## config.mk

```make
export PLATFORM = sky130hd
export DESIGN_NAME = nv_store_recall_sequencer
export DESIGN_NICKNAME = d
export VERILOG_FILES = /design/src/nv_seq_pkg.sv /design/src/nv_delay_timer.sv /design/src/nv_store_recall_sequencer.sv
export SDC_FILE = /design/constraint.sdc
export NUM_CORES = 1
export LEC_CHECK = 0
export BUFFER_PORTS_ARGS = -buffer_cell sky130_fd_sc_hd__buf_2
export CORE_ASPECT_RATIO = 1.25
export CORE_MARGIN = 2
export CORE_UTILIZATION = 30
export DETAILED_ROUTE_END_ITERATION = 16
export GPL_TIMING_DRIVEN = 0
export HOLD_SLACK_MARGIN = 0.02
export PLACE_DENSITY = 0.51
export SKIP_CTS_REPAIR_TIMING = 1
export SKIP_LAST_GASP = 1
export SLEW_MARGIN = 20
export SYNTH_ARGS = -nofsm -noshare
export SYNTH_HDL_FRONTEND = slang
export SYNTH_SLANG_ARGS = --single-unit
```

## constraint.sdc

```tcl
create_clock -name clk_sys -period 4.8 [get_ports clk_sys]
set_input_delay 0.96 -clock clk_sys [delete_from_list [all_inputs] [get_ports clk_sys]]
set_output_delay 0.96 -clock clk_sys [all_outputs]
set_load 0.01 [all_outputs]
```

## src/nv_seq_pkg.sv

```systemverilog
// Constants, types and the summary of operation for the save/restore sequencer
// Summary of operation
// Skip power-loss or pin save when nothing written
// Ignore host cycles during transfers and low supply
// Keep SRAM enabled 25 ns after save triggers
// Save/restore lock serial IO; restore 600us, save 8ms
// Start acting on software command within 500us
// Reach sleep within 8 ms of instruction
// Awake and accepting commands within 20 ms
// Enter standby within 100 us of deselect
// Resume operation within 5 us after busy release
// Host waits out transfers instead of relying on ignore
package nv_seq_pkg;
  localparam int CLK_MHZ = 25;
  localparam int CLK_NS = 40;
  // Times as printed
  localparam int T_DELAY_NS = 25;
  localparam int T_FA_MS = 20;
  localparam int T_STORE_MS = 8;
  localparam int T_RECALL_US = 600;
  localparam int T_SS_US = 500;
  localparam int T_SLEEP_MS = 8;
  localparam int T_WAKE_MS = 20;
  localparam int T_SB_US = 100;
  localparam int T_LZHSB_US = 5;
  // Least time rounds up, longest rounds down, never below one cycle
  localparam int CYC_DELAY = (T_DELAY_NS + CLK_NS - 1) / CLK_NS;
  localparam int CYC_FA = T_FA_MS * 1000 * CLK_MHZ;
  localparam int CYC_STORE = T_STORE_MS * 1000 * CLK_MHZ;
  localparam int CYC_RECALL = T_RECALL_US * CLK_MHZ;
  localparam int CYC_SS = T_SS_US * CLK_MHZ;
  localparam int CYC_SLEEP = T_SLEEP_MS * 1000 * CLK_MHZ;
  localparam int CYC_WAKE = T_WAKE_MS * 1000 * CLK_MHZ;
  localparam int CYC_SB = T_SB_US * CLK_MHZ;
  localparam int CYC_LZHSB = T_LZHSB_US * CLK_MHZ;
  localparam int CNT_W = 20;
  typedef enum logic [2:0] {
    CMD_NONE, CMD_SAVE, CMD_RESTORE, CMD_AUTO_EN, CMD_AUTO_DIS, CMD_SLEEP
  } sw_cmd_t;
  typedef struct packed {
    logic valid;
    sw_cmd_t cmd;
  } sw_req_t;
  typedef struct packed {
    logic access_ok;
    logic sram_en;
    logic saving;
    logic restoring;
    logic sleeping;
    logic standby;
  } seq_status_t;
endpackage

```

## src/nv_delay_timer.sv

```systemverilog
// Down counter that reports when a loaded interval has elapsed
module nv_delay_timer #(
  parameter int W = 20
) (
  // Clock and reset
  input wire logic clk_sys,
  input wire logic rst_n,
  // Control
  input wire logic load,
  input wire logic [W-1:0] count,
  // Status
  output logic done
);
  logic [W-1:0] remain;
  logic [W-1:0] next_remain;
  logic next_done;

  always_comb
  begin
    next_remain = remain;
    next_done = 1'b0;
    if (load)
    begin
      next_remain = count;
    end
    else if (remain != '0)
    begin
      next_remain = remain - 1'b1;
      next_done = (remain == {{(W-1){1'b0}}, 1'b1});
    end
  end

  always_ff @(posedge clk_sys or negedge rst_n)
  begin
    if (!rst_n)
    begin
      remain <= '0;
      done <= 1'b0;
    end
    else
    begin
      remain <= next_remain;
      done <= next_done;
    end
  end
endmodule

```

## src/nv_store_recall_sequencer.sv

```systemverilog
// Save and restore sequencer between SRAM and nonvolatile shadow
module nv_store_recall_sequencer
  import nv_seq_pkg::*;
#(
  parameter int FA_CYC = CYC_FA,
  parameter int STORE_CYC = CYC_STORE,
  parameter int RECALL_CYC = CYC_RECALL,
  parameter int SS_CYC = CYC_SS,
  parameter int SLEEP_CYC = CYC_SLEEP,
  parameter int WAKE_CYC = CYC_WAKE,
  parameter int SB_CYC = CYC_SB
) (
  // Clock and reset
  input wire logic clk_sys,
  input wire logic rst_n,
  // Supply and pin events
  input wire logic vcc_ok,
  input wire logic cs_n,
  input wire logic wake_req,
  // Bidirectional store-busy pin, active low
  input wire logic store_busy_pin_in,
  output logic store_busy_pin_out,
  output logic store_busy_pin_oe,
  // Software command and SRAM write notice
  input wire nv_seq_pkg::sw_req_t sw_req,
  input wire logic sram_write,
  // Shadow transfer strobes and status
  output logic xfer_save,
  output logic xfer_restore,
  output nv_seq_pkg::seq_status_t status
);
  import nv_seq_pkg::*;
  typedef enum logic [3:0] {
    ST_POWERUP, ST_RESTORE, ST_IDLE, ST_CMD_WAIT, ST_DELAY, ST_SAVE,
    ST_SLEEP_ENTER, ST_SLEEP, ST_WAKE, ST_RESUME
  } state_t;
  // Synchronisers for pin inputs
  logic [1:0] vcc_sync, cs_sync, busy_sync, wake_sync, rst_sync;
  logic rst_int_n;

  always_ff @(posedge clk_sys or negedge rst_n)
  begin
    if (!rst_n)
      rst_sync <= 2'b00;
    else
      rst_sync <= {rst_sync[0], 1'b1};
  end
  assign rst_int_n = rst_sync[1];

  always_ff @(posedge clk_sys or negedge rst_int_n)
  begin
    if (!rst_int_n)
    begin
      vcc_sync <= 2'b00;
      cs_sync <= 2'b11;
      busy_sync <= 2'b11;
      wake_sync <= 2'b00;
    end
    else
    begin
      vcc_sync <= {vcc_sync[0], vcc_ok};
      cs_sync <= {cs_sync[0], cs_n};
      busy_sync <= {busy_sync[0], store_busy_pin_in};
      wake_sync <= {wake_sync[0], wake_req};
    end
  end

  logic vcc_s, cs_s, busy_s, wake_s;
  assign vcc_s = vcc_sync[1];
  assign cs_s = cs_sync[1];
  assign busy_s = busy_sync[1];
  assign wake_s = wake_sync[1];
  state_t state, next_state;
  sw_cmd_t pend, next_pend;
  logic dirty, next_dirty;
  logic auto_en, next_auto_en;
  logic do_save, next_do_save;
  logic vcc_prev, next_vcc_prev;
  logic busy_prev, next_busy_prev;
  logic [CNT_W-1:0] sb_cnt, next_sb_cnt;
  logic standby, next_standby;
  logic next_xfer_save, next_xfer_restore;
  logic next_pin_out, next_pin_oe;
  seq_status_t next_status;
  logic t_load, t_done;
  logic [CNT_W-1:0] t_count;

  nv_delay_timer #(.W(CNT_W)) u_timer (
    .clk_sys(clk_sys),
    .rst_n(rst_int_n),
    .load(t_load),
    .count(t_count),
    .done(t_done)
  );

  always_comb
  begin
    next_state = state;
    next_pend = pend;
    next_auto_en = auto_en;
    next_do_save = do_save;
    next_vcc_prev = vcc_s;
    next_busy_prev = busy_s;
    next_xfer_save = 1'b0;
    next_xfer_restore = 1'b0;
    next_pin_out = 1'b1;
    next_pin_oe = 1'b0;
    t_load = 1'b0;
    t_count = '0;
    // Set wins over clear, but a write in the save cycle is dropped as access_ok is low
    next_dirty = dirty;
    unique case (state)
      ST_POWERUP:
      begin
        if (vcc_s)
        begin
          next_state = ST_RESTORE;
          next_xfer_restore = 1'b1;
          t_load = 1'b1;
          t_count = CNT_W'(FA_CYC);
        end
      end
      ST_RESTORE:
      begin
        if (!vcc_s)
          next_state = ST_POWERUP;
        else if (t_done)
        begin
          next_state = ST_IDLE;
          next_dirty = 1'b0;
        end
      end
      ST_IDLE:
      begin
        if (vcc_prev && !vcc_s)
        begin
          // Power loss: only save when armed and something was written
          next_do_save = auto_en && dirty;
          next_state = ST_DELAY;
          t_load = 1'b1;
          t_count = CNT_W'(CYC_DELAY);
        end
        else if (busy_prev && !busy_s)
        begin
          next_do_save = dirty;
          next_state = ST_DELAY;
          t_load = 1'b1;
          t_count = CNT_W'(CYC_DELAY);
        end
        else if (sw_req.valid && sw_req.cmd != CMD_NONE && cs_s)
        begin
          next_pend = sw_req.cmd;
          next_state = ST_CMD_WAIT;
          t_load = 1'b1;
          t_count = CNT_W'(SS_CYC);
        end
      end
      ST_CMD_WAIT:
      begin
        // Acts on the command early; the interval is an upper bound
        next_state = ST_DELAY;
        t_load = 1'b1;
        t_count = CNT_W'(CYC_DELAY);
        next_do_save = (pend == CMD_SAVE);
        if (pend == CMD_AUTO_EN)
          next_auto_en = 1'b1;
        if (pend == CMD_AUTO_DIS)
          next_auto_en = 1'b0;
        if (pend == CMD_SLEEP)
        begin
          next_state = ST_SLEEP_ENTER;
          t_count = CNT_W'(SLEEP_CYC);
        end
      end
      ST_DELAY:
      begin
        if (t_done)
        begin
          t_load = 1'b1;
          if (do_save)
          begin
            next_state = ST_SAVE;
            next_xfer_save = 1'b1;
            t_count = CNT_W'(STORE_CYC);
          end
          else if (pend == CMD_RESTORE)
          begin
            next_state = ST_RESTORE;
            next_xfer_restore = 1'b1;
            t_count = CNT_W'(RECALL_CYC);
          end
          else
          begin
            next_state = ST_RESUME;
            t_count = CNT_W'(CYC_LZHSB);
          end
          next_pend = CMD_NONE;
        end
      end
      ST_SAVE:
      begin
        next_pin_out = 1'b0;
        next_pin_oe = 1'b1;
        if (t_done)
        begin
          next_dirty = 1'b0;
          next_do_save = 1'b0;
          next_state = ST_RESUME;
          t_load = 1'b1;
          t_count = CNT_W'(CYC_LZHSB);
        end
      end
      ST_RESUME:
      begin
        // Interval restarts while the pin is still held low
        t_count = CNT_W'(CYC_LZHSB);
        if (!busy_s)
          t_load = 1'b1;
        if (t_done)
          next_state = vcc_s ? ST_IDLE : ST_POWERUP;
      end
      ST_SLEEP_ENTER:
      begin
        if (t_done)
          next_state = ST_SLEEP;
      end
      ST_SLEEP:
      begin
        if (wake_s)
        begin
          next_state = ST_WAKE;
          t_load = 1'b1;
          t_count = CNT_W'(WAKE_CYC);
        end
      end
      ST_WAKE:
      begin
        if (t_done)
          next_state = ST_IDLE;
      end
    endcase
    if (sram_write && status.access_ok)
      next_dirty = 1'b1;
    // Standby counter runs after deselect
    next_sb_cnt = sb_cnt;
    next_standby = standby;
    if (!cs_s || next_state != ST_IDLE)
    begin
      next_sb_cnt = '0;
      next_standby = 1'b0;
    end
    else if (sb_cnt != CNT_W'(SB_CYC))
      next_sb_cnt = sb_cnt + 1'b1;
    else
      next_standby = 1'b1;
    next_status.access_ok = vcc_s && (next_state == ST_IDLE);
    next_status.sram_en = (vcc_s && next_state == ST_IDLE) || next_state == ST_DELAY;
    next_status.saving = (next_state == ST_SAVE);
    next_status.restoring = (next_state == ST_RESTORE);
    next_status.sleeping = (next_state == ST_SLEEP);
    next_status.standby = next_standby;
  end

  always_ff @(posedge clk_sys or negedge rst_int_n)
  begin
    if (!rst_int_n)
    begin
      state <= ST_POWERUP;
      pend <= CMD_NONE;
      dirty <= 1'b0;
      auto_en <= 1'b1;
      do_save <= 1'b0;
      vcc_prev <= 1'b0;
      busy_prev <= 1'b1;
      sb_cnt <= '0;
      standby <= 1'b0;
      xfer_save <= 1'b0;
      xfer_restore <= 1'b0;
      store_busy_pin_out <= 1'b1;
      store_busy_pin_oe <= 1'b0;
      status <= '0;
    end
    else
    begin
      state <= next_state;
      pend <= next_pend;
      dirty <= next_dirty;
      auto_en <= next_auto_en;
      do_save <= next_do_save;
      vcc_prev <= next_vcc_prev;
      busy_prev <= next_busy_prev;
      sb_cnt <= next_sb_cnt;
      standby <= next_standby;
      xfer_save <= next_xfer_save;
      xfer_restore <= next_xfer_restore;
      store_busy_pin_out <= next_pin_out;
      store_busy_pin_oe <= next_pin_oe;
      status <= next_status;
    end
  end
endmodule

```

Yosys cells after proc, flatten, opt, wreduce, memory -nomap -nowiden
Index checks and enable logic that the tools add are counted.
Cells by class
  shifts and indexed selects: 0
  div/mod/pow operators: 0
  equal/unequal tests: 30
  bitwise operators: 0
  magnitude comparators: 0
  $mul: 0
  $add $sub $neg: 2
  reduce and logical (&&, ||, !) cells: 26
  multiplexer cells: 67
Operators by type and width (number)
  19-bit case mux with 7 select lines: 1
  20-bit 2-to-1 mux: 4
  14-bit 2-to-1 mux: 4
  18-bit 2-to-1 mux: 3
  4-bit 2-to-1 mux: 13
  4-bit case mux with 10 select lines: 1
  19-bit 2-to-1 mux: 2
  4-bit by 3-bit equality test with 1-bit output, second input constant: 7
  1-bit 2-to-1 mux: 27
  20-bit by 1-bit adder with 20-bit output, second input constant: 1
  20-bit by 1-bit equality test with 1-bit output, second input constant: 1
  20-bit by 12-bit inequality test with 1-bit output, second input constant: 1
  20-bit nonzero test: 1
  20-bit by 1-bit subtractor with 20-bit output, second input constant: 1
  4-bit by 2-bit equality test with 1-bit output, second input constant: 3
  3-bit 2-to-1 mux: 4
  3-bit nonzero test: 3
  4-bit by 1-bit equality test with 1-bit output, second input constant: 2
  4-bit equality test, second input constant: 2
  2-bit inequality test, second input constant: 4
  2-bit nonzero test: 4
  1-bit logical AND: 7
  7-bit 2-to-1 mux: 1
  3-bit by 2-bit equality test with 1-bit output, second input constant: 2
  other kinds (17): 26
Storage, ports and cells
  word-level logic and storage cells: 150
  flip-flop bits (word level): 73
  memories: 0
  RAM bits: 0
  bits in read-only memories: 0
  bits in latches: 0
  bits of input ports: 11

Longest topological paths before layout
  depth in word-level cells: 10
  depth in mapped cells: 9

By module
From an unflattened synthesis, not the netlist that was laid out.
Second synthesis, totals
  cells, all modules: 414
  area, all modules: 4093.9 um2
Modules (own cells, without submodules)
  nv_store_recall_sequencer: sequential area each 1310.0 um2, instances 1, cells each 285, area each 2870.3 um2
  nv_delay_timer: sequential area each 525.5 um2, instances 1, cells each 129, area each 1223.7 um2

Least setup slack after synthesis
Ideal clock, no wire load.
  path type: input to register
  from: input port sw_req[1] in the netlist's numbering
  to: register u_timer.remain[4]
  arrival: 2312 ps
  required time: 4710 ps
  cell stages on the path: 5
  path slack: 2398 ps
  path buffers: 0
  path through: o311a_1 > o41ai_1 > nand3_1 > or4_1 > o2111ai_1
Between the ends
  longest elaborated chain between the ends: 8
  elaborated cells on any way between the ends: 13
  those cells by class: mux: 9; reduce/logical: 4
Ends and longest elaborated chain
  start: declaration: line nv_store_recall_sequencer.sv:25  | input wire nv_seq_pkg::sw_req_t sw_req,
  3-bit nonzero test *: line nv_store_recall_sequencer.sv:150  | else if (sw_req.valid && sw_req.cmd != CMD_NONE && cs_s)
  1-bit logical AND * (2 in series): line nv_store_recall_sequencer.sv:150
  14-bit 2-to-1 mux / 1-bit 2-to-1 mux (equally long branches): line nv_store_recall_sequencer.sv:150
  14-bit 2-to-1 mux / 1-bit 2-to-1 mux (equally long branches): line nv_store_recall_sequencer.sv:143  | else if (busy_prev && !busy_s)
  14-bit 2-to-1 mux / 1-bit 2-to-1 mux (equally long branches): line nv_store_recall_sequencer.sv:135  | if (vcc_prev && !vcc_s)
  19-bit case mux with 7 select lines / 1-bit case mux with 6 select lines (equally long branches): line nv_store_recall_sequencer.sv:112  | unique case (state)
  20-bit 2-to-1 mux / 2-bit nonzero test (equally long branches)
  end signal: assignment: line nv_delay_timer.sv:42  | remain <= next_remain;
  end: declaration: line nv_delay_timer.sv:14  | logic [W-1:0] remain;
Every way passes the cells marked *; elsewhere a longest branch is shown, timed or not.
A chain may end at the register's enable or synchronous reset.

Final worst setup path
  from: input port sw_req[1] in the netlist's numbering
  to: register u_timer.remain[2]
Same word-level chain as after synthesis.

==> flow_summary_export.csv <==
group,metric,value,unit
status,outcome,"finished clean",
timing,hold_viol_final,0,
synthesis,netlist_area,3916,sq um
timing,slew_headroom,0.5755,
pwr,ir_worst_vdd,115.0,uV
synthesis,ys_ff_latch,73,
timing,fmax,0.4001,GHz
global_routing,grt_pass1_vias,3225,
global_routing,grt_max_degree,50,
synthesis,synth_edf_count,0,
clock_network,cts.clk_slew.worst_paths,0.06,ns
clock_network,clock_sinks,73,
clock_network,clock-root-buffer,"clkbuf_16",
floorplanning,start_util,0.3079,
worst_setup_path,worstSetupPathType,"primary input to flip-flop",
drt,wl,9328,um
floorplanning,die_x,106.2,um
layout,layout_commonest_cell,"dfrtp_1",
worst_setup_path,slowest_delay,0.39,ns
synthesis,synthFlopType,"dfrtp_1",
clock_network,cts_htree_levels,3,
pwr,power_density,291.9,nW/um^2
synthesis,post_synth_num_cell_types,67,
layout,seq_area,1839,sq um
job,max_cap_violations,0,
worst_setup_path,slowest_stage,"o311a_1",
floorplanning,die_y,131.7,um
synthesis,synth.area.top_cells,"dfrtp_1 42%, dfstp_2 4.7%, xnor2_1 4.5%, nor3_1 4.3%, nor2_1 2.7%",
clock_network,cts_tree,"done",
timing,rsz0062_at_grt,"no",
layout,multi_input_area,1916,sq um
placement,port_buffers,20,
drt,ant_nets,0,
timing,final-setup-viol-count,0,
clock_network,clockBufferDepth,2,
layout,drive_gt1_frac,0.1628,
synthesis,yosysSeqAreaShare,0.4687,
synthesis,syn-instance-count,399,
worst_setup_path,crit_buf_inv,3,
layout,area_delta_synth_final,16.33,%
synthesis,synthesis.nets,414,
floorplanning,io-pin-count,21,
drt,wl_per_cell,15.44,um
drt,drc,0,
timing,worst_clock_skew,0.006577,ns
synthesis,syn-mean-instance-area,9.815,sq um
placement,place_congestion,0.8976,
worst_setup_path,cp.arrival,2.68,ns
timing,hold-worst-slack,0.2287,ns
synthesis,yosysTopAreaCell,"dfrtp_1",
floorplanning,core,12720,sq um
layout,layout.cells.non_filler,604,
drt,firstDrtPassIters,4,
timing,worstMarginPinSlew,0.6309,ns
floorplanning,dieArea,13990,sq um
worst_setup_path,required,4.98,ns
global_routing,grtUsageTotal,0.1394,
timing,period_needed,2.499,ns
worst_setup_path,crit_chain,"buf_2 > o311a_1 > o41ai_1 > nand3_1 > buf_2 > buf_4 > a21oi_1 > a31oi_1",
synthesis,async_flop_share,1.000,
worst_setup_path,cp_common_cell,"buf_2",
worst_setup_path,crit_fanout,10,
hold_path,worst_hold_path_type,"flip-flop to asynchronous set/reset pin",
timing,setup_tns,0,ns
drt,viasPerCell,5.204,
placement,place_inst,588,
global_routing,overflow,0,
layout,final_cell_mix,"65 x dfrtp_1, 34 x nor3_1, 32 x buf_2, 28 x nor2_1, 21 x nand2_1",
drt,routed-via-count,3143,
pwr,leakagePower,0.001739,uW
layout,antenna_cells,0,
layout,n_fill_cell,1284,
layout,fin_nets,446,
global_routing,antenna_found_initial,0,
worst_setup_path,start_kind,"primary input",
worst_setup_path,crit_family,"compound AO/OA/AOI/OAI gates",
worst_setup_path,end_kind,"flip-flop",
pwr,total_power,1330,uW
floorplanning,num_rows,46,
synthesis,synth_top_cell_area_share,0.4217,
clock_network,clk_latency,0.33,ns
timing,slew_viol_final,0,
drt,drt-initial-drc-count,161,
clock_network,numCtsBuffers,9,
timing,post-route-period-util,0.5207,
global_routing,grt_pass1_wl,15750,um
synthesis,yosys_warnings,0,
placement,hpwl,6812,um
[metal layers]
layer	global-route usage	up-vias	wire length [um]
met5	0	-	0
met2	0.2208	61	4524
met3	0.03164	20	322
met4	0.06067	0	220
met1	0.1820	1523	4260
li1	-	1539	-
[area by class of cell]
type | count | area share
Buffer | 22 | 0.02637
Clock buffer | 12 | 0.05411
Clock inverter | 4 | 0.01126
Inverter | 12 | 0.009887
Multi-Input combinational cell | 292 | 0.4205
Sequential cell | 73 | 0.4037
Tap cell | 168 | 0.04614
Timing Repair Buffer | 21 | 0.02801
[Yosys cell counts, types with 5 or more instances]
master     count
a211oi_1       5
a21oi_1       15
buf_2         12
clkbuf_1       6
dfrtp_1       66
dfstp_2        7
inv_1         11
nand2_1       21
nand2b_1       6
nand3_1       19
nand4_1       10
nor2_1        28
nor2b_1        6
nor3_1        34
nor4_1         8
o2111ai_1      5
o21ai_0       16
or4_1          6
xnor2_1       20
xor2_1         9
[path summary, 6_finish.rpt]
| kind | start | to | slack (ns) | cells past startpoint |
|---|---|---|---|---|
| min reg2reg | rst_sync[1]$_DFF_PN0_ | u_timer.remain[16]$_DFFE_PN0P_ | 0.23 | 0 |
| max reg2reg | vcc_sync[1]$_DFF_PN0_ | sb_cnt[9]$_DFFE_PN0P_ | 2.34 | 7 |
| max | sw_req[1] | u_timer.remain[2]$_DFFE_PN0P_ | 2.30 | 8 |
| min | rst_sync[1]$_DFF_PN0_ | u_timer.remain[16]$_DFFE_PN0P_ | 0.23 | 0 |
| max in group asynchronous | rst_sync[1]$_DFF_PN0_ | cs_sync[0]$_DFF_PN1_ | 3.96 | 1 |
| min in group clk_sys | rst_sync[0]$_DFF_PN0_ | rst_sync[1]$_DFF_PN0_ | 0.35 | 0 |
[report_power, final]
group | leakage (uW) | switching [uW] | internal (uW)
clock network | 0.000143 | 261 | 418
registers | 0.000918 | 6.80 | 623
logic | 0.000678 | 13.3 | 7.63
[kinds of logic after synthesis]
logic type | Yosys count | synth area share
flops | 73 | 0.4687
mux | 5 | 0.01310
compound gates | 74 | 0.1300
other cells | 1 | 0.0009575
buf+inv | 34 | 0.04217
simple gates | 179 | 0.2674
xor+xnor | 29 | 0.06486
fa+ha+maj | 4 | 0.01278
[per-stage QoR]
| step | utilization | cell area (sq um) | setup slack (ns) |
|---|---|---|---|
| CTS | 0.3582 | 4556 | 2.305 |
| global route | 0.3582 | 4556 | 2.122 |
| global placement | 0.3323 | 4227 | 1.741 |
| finish | 0.3582 | 4556 | 2.301 |
| floorplan | - | 3916 | 2.398 |
| detailed placement | 0.3347 | 4258 | 1.994 |
[flip-flops by register name, indices dropped and copies added, names as in the netlist, 2 cells and up]
signal	cells
pend	3
status	5
sb_cnt	20
cs_sync	2
rst_sync	2
vcc_sync	2
u_timer.remain	20
busy_sync	2
state	4
wake_sync	2
(Power assumes the default switching activity.)
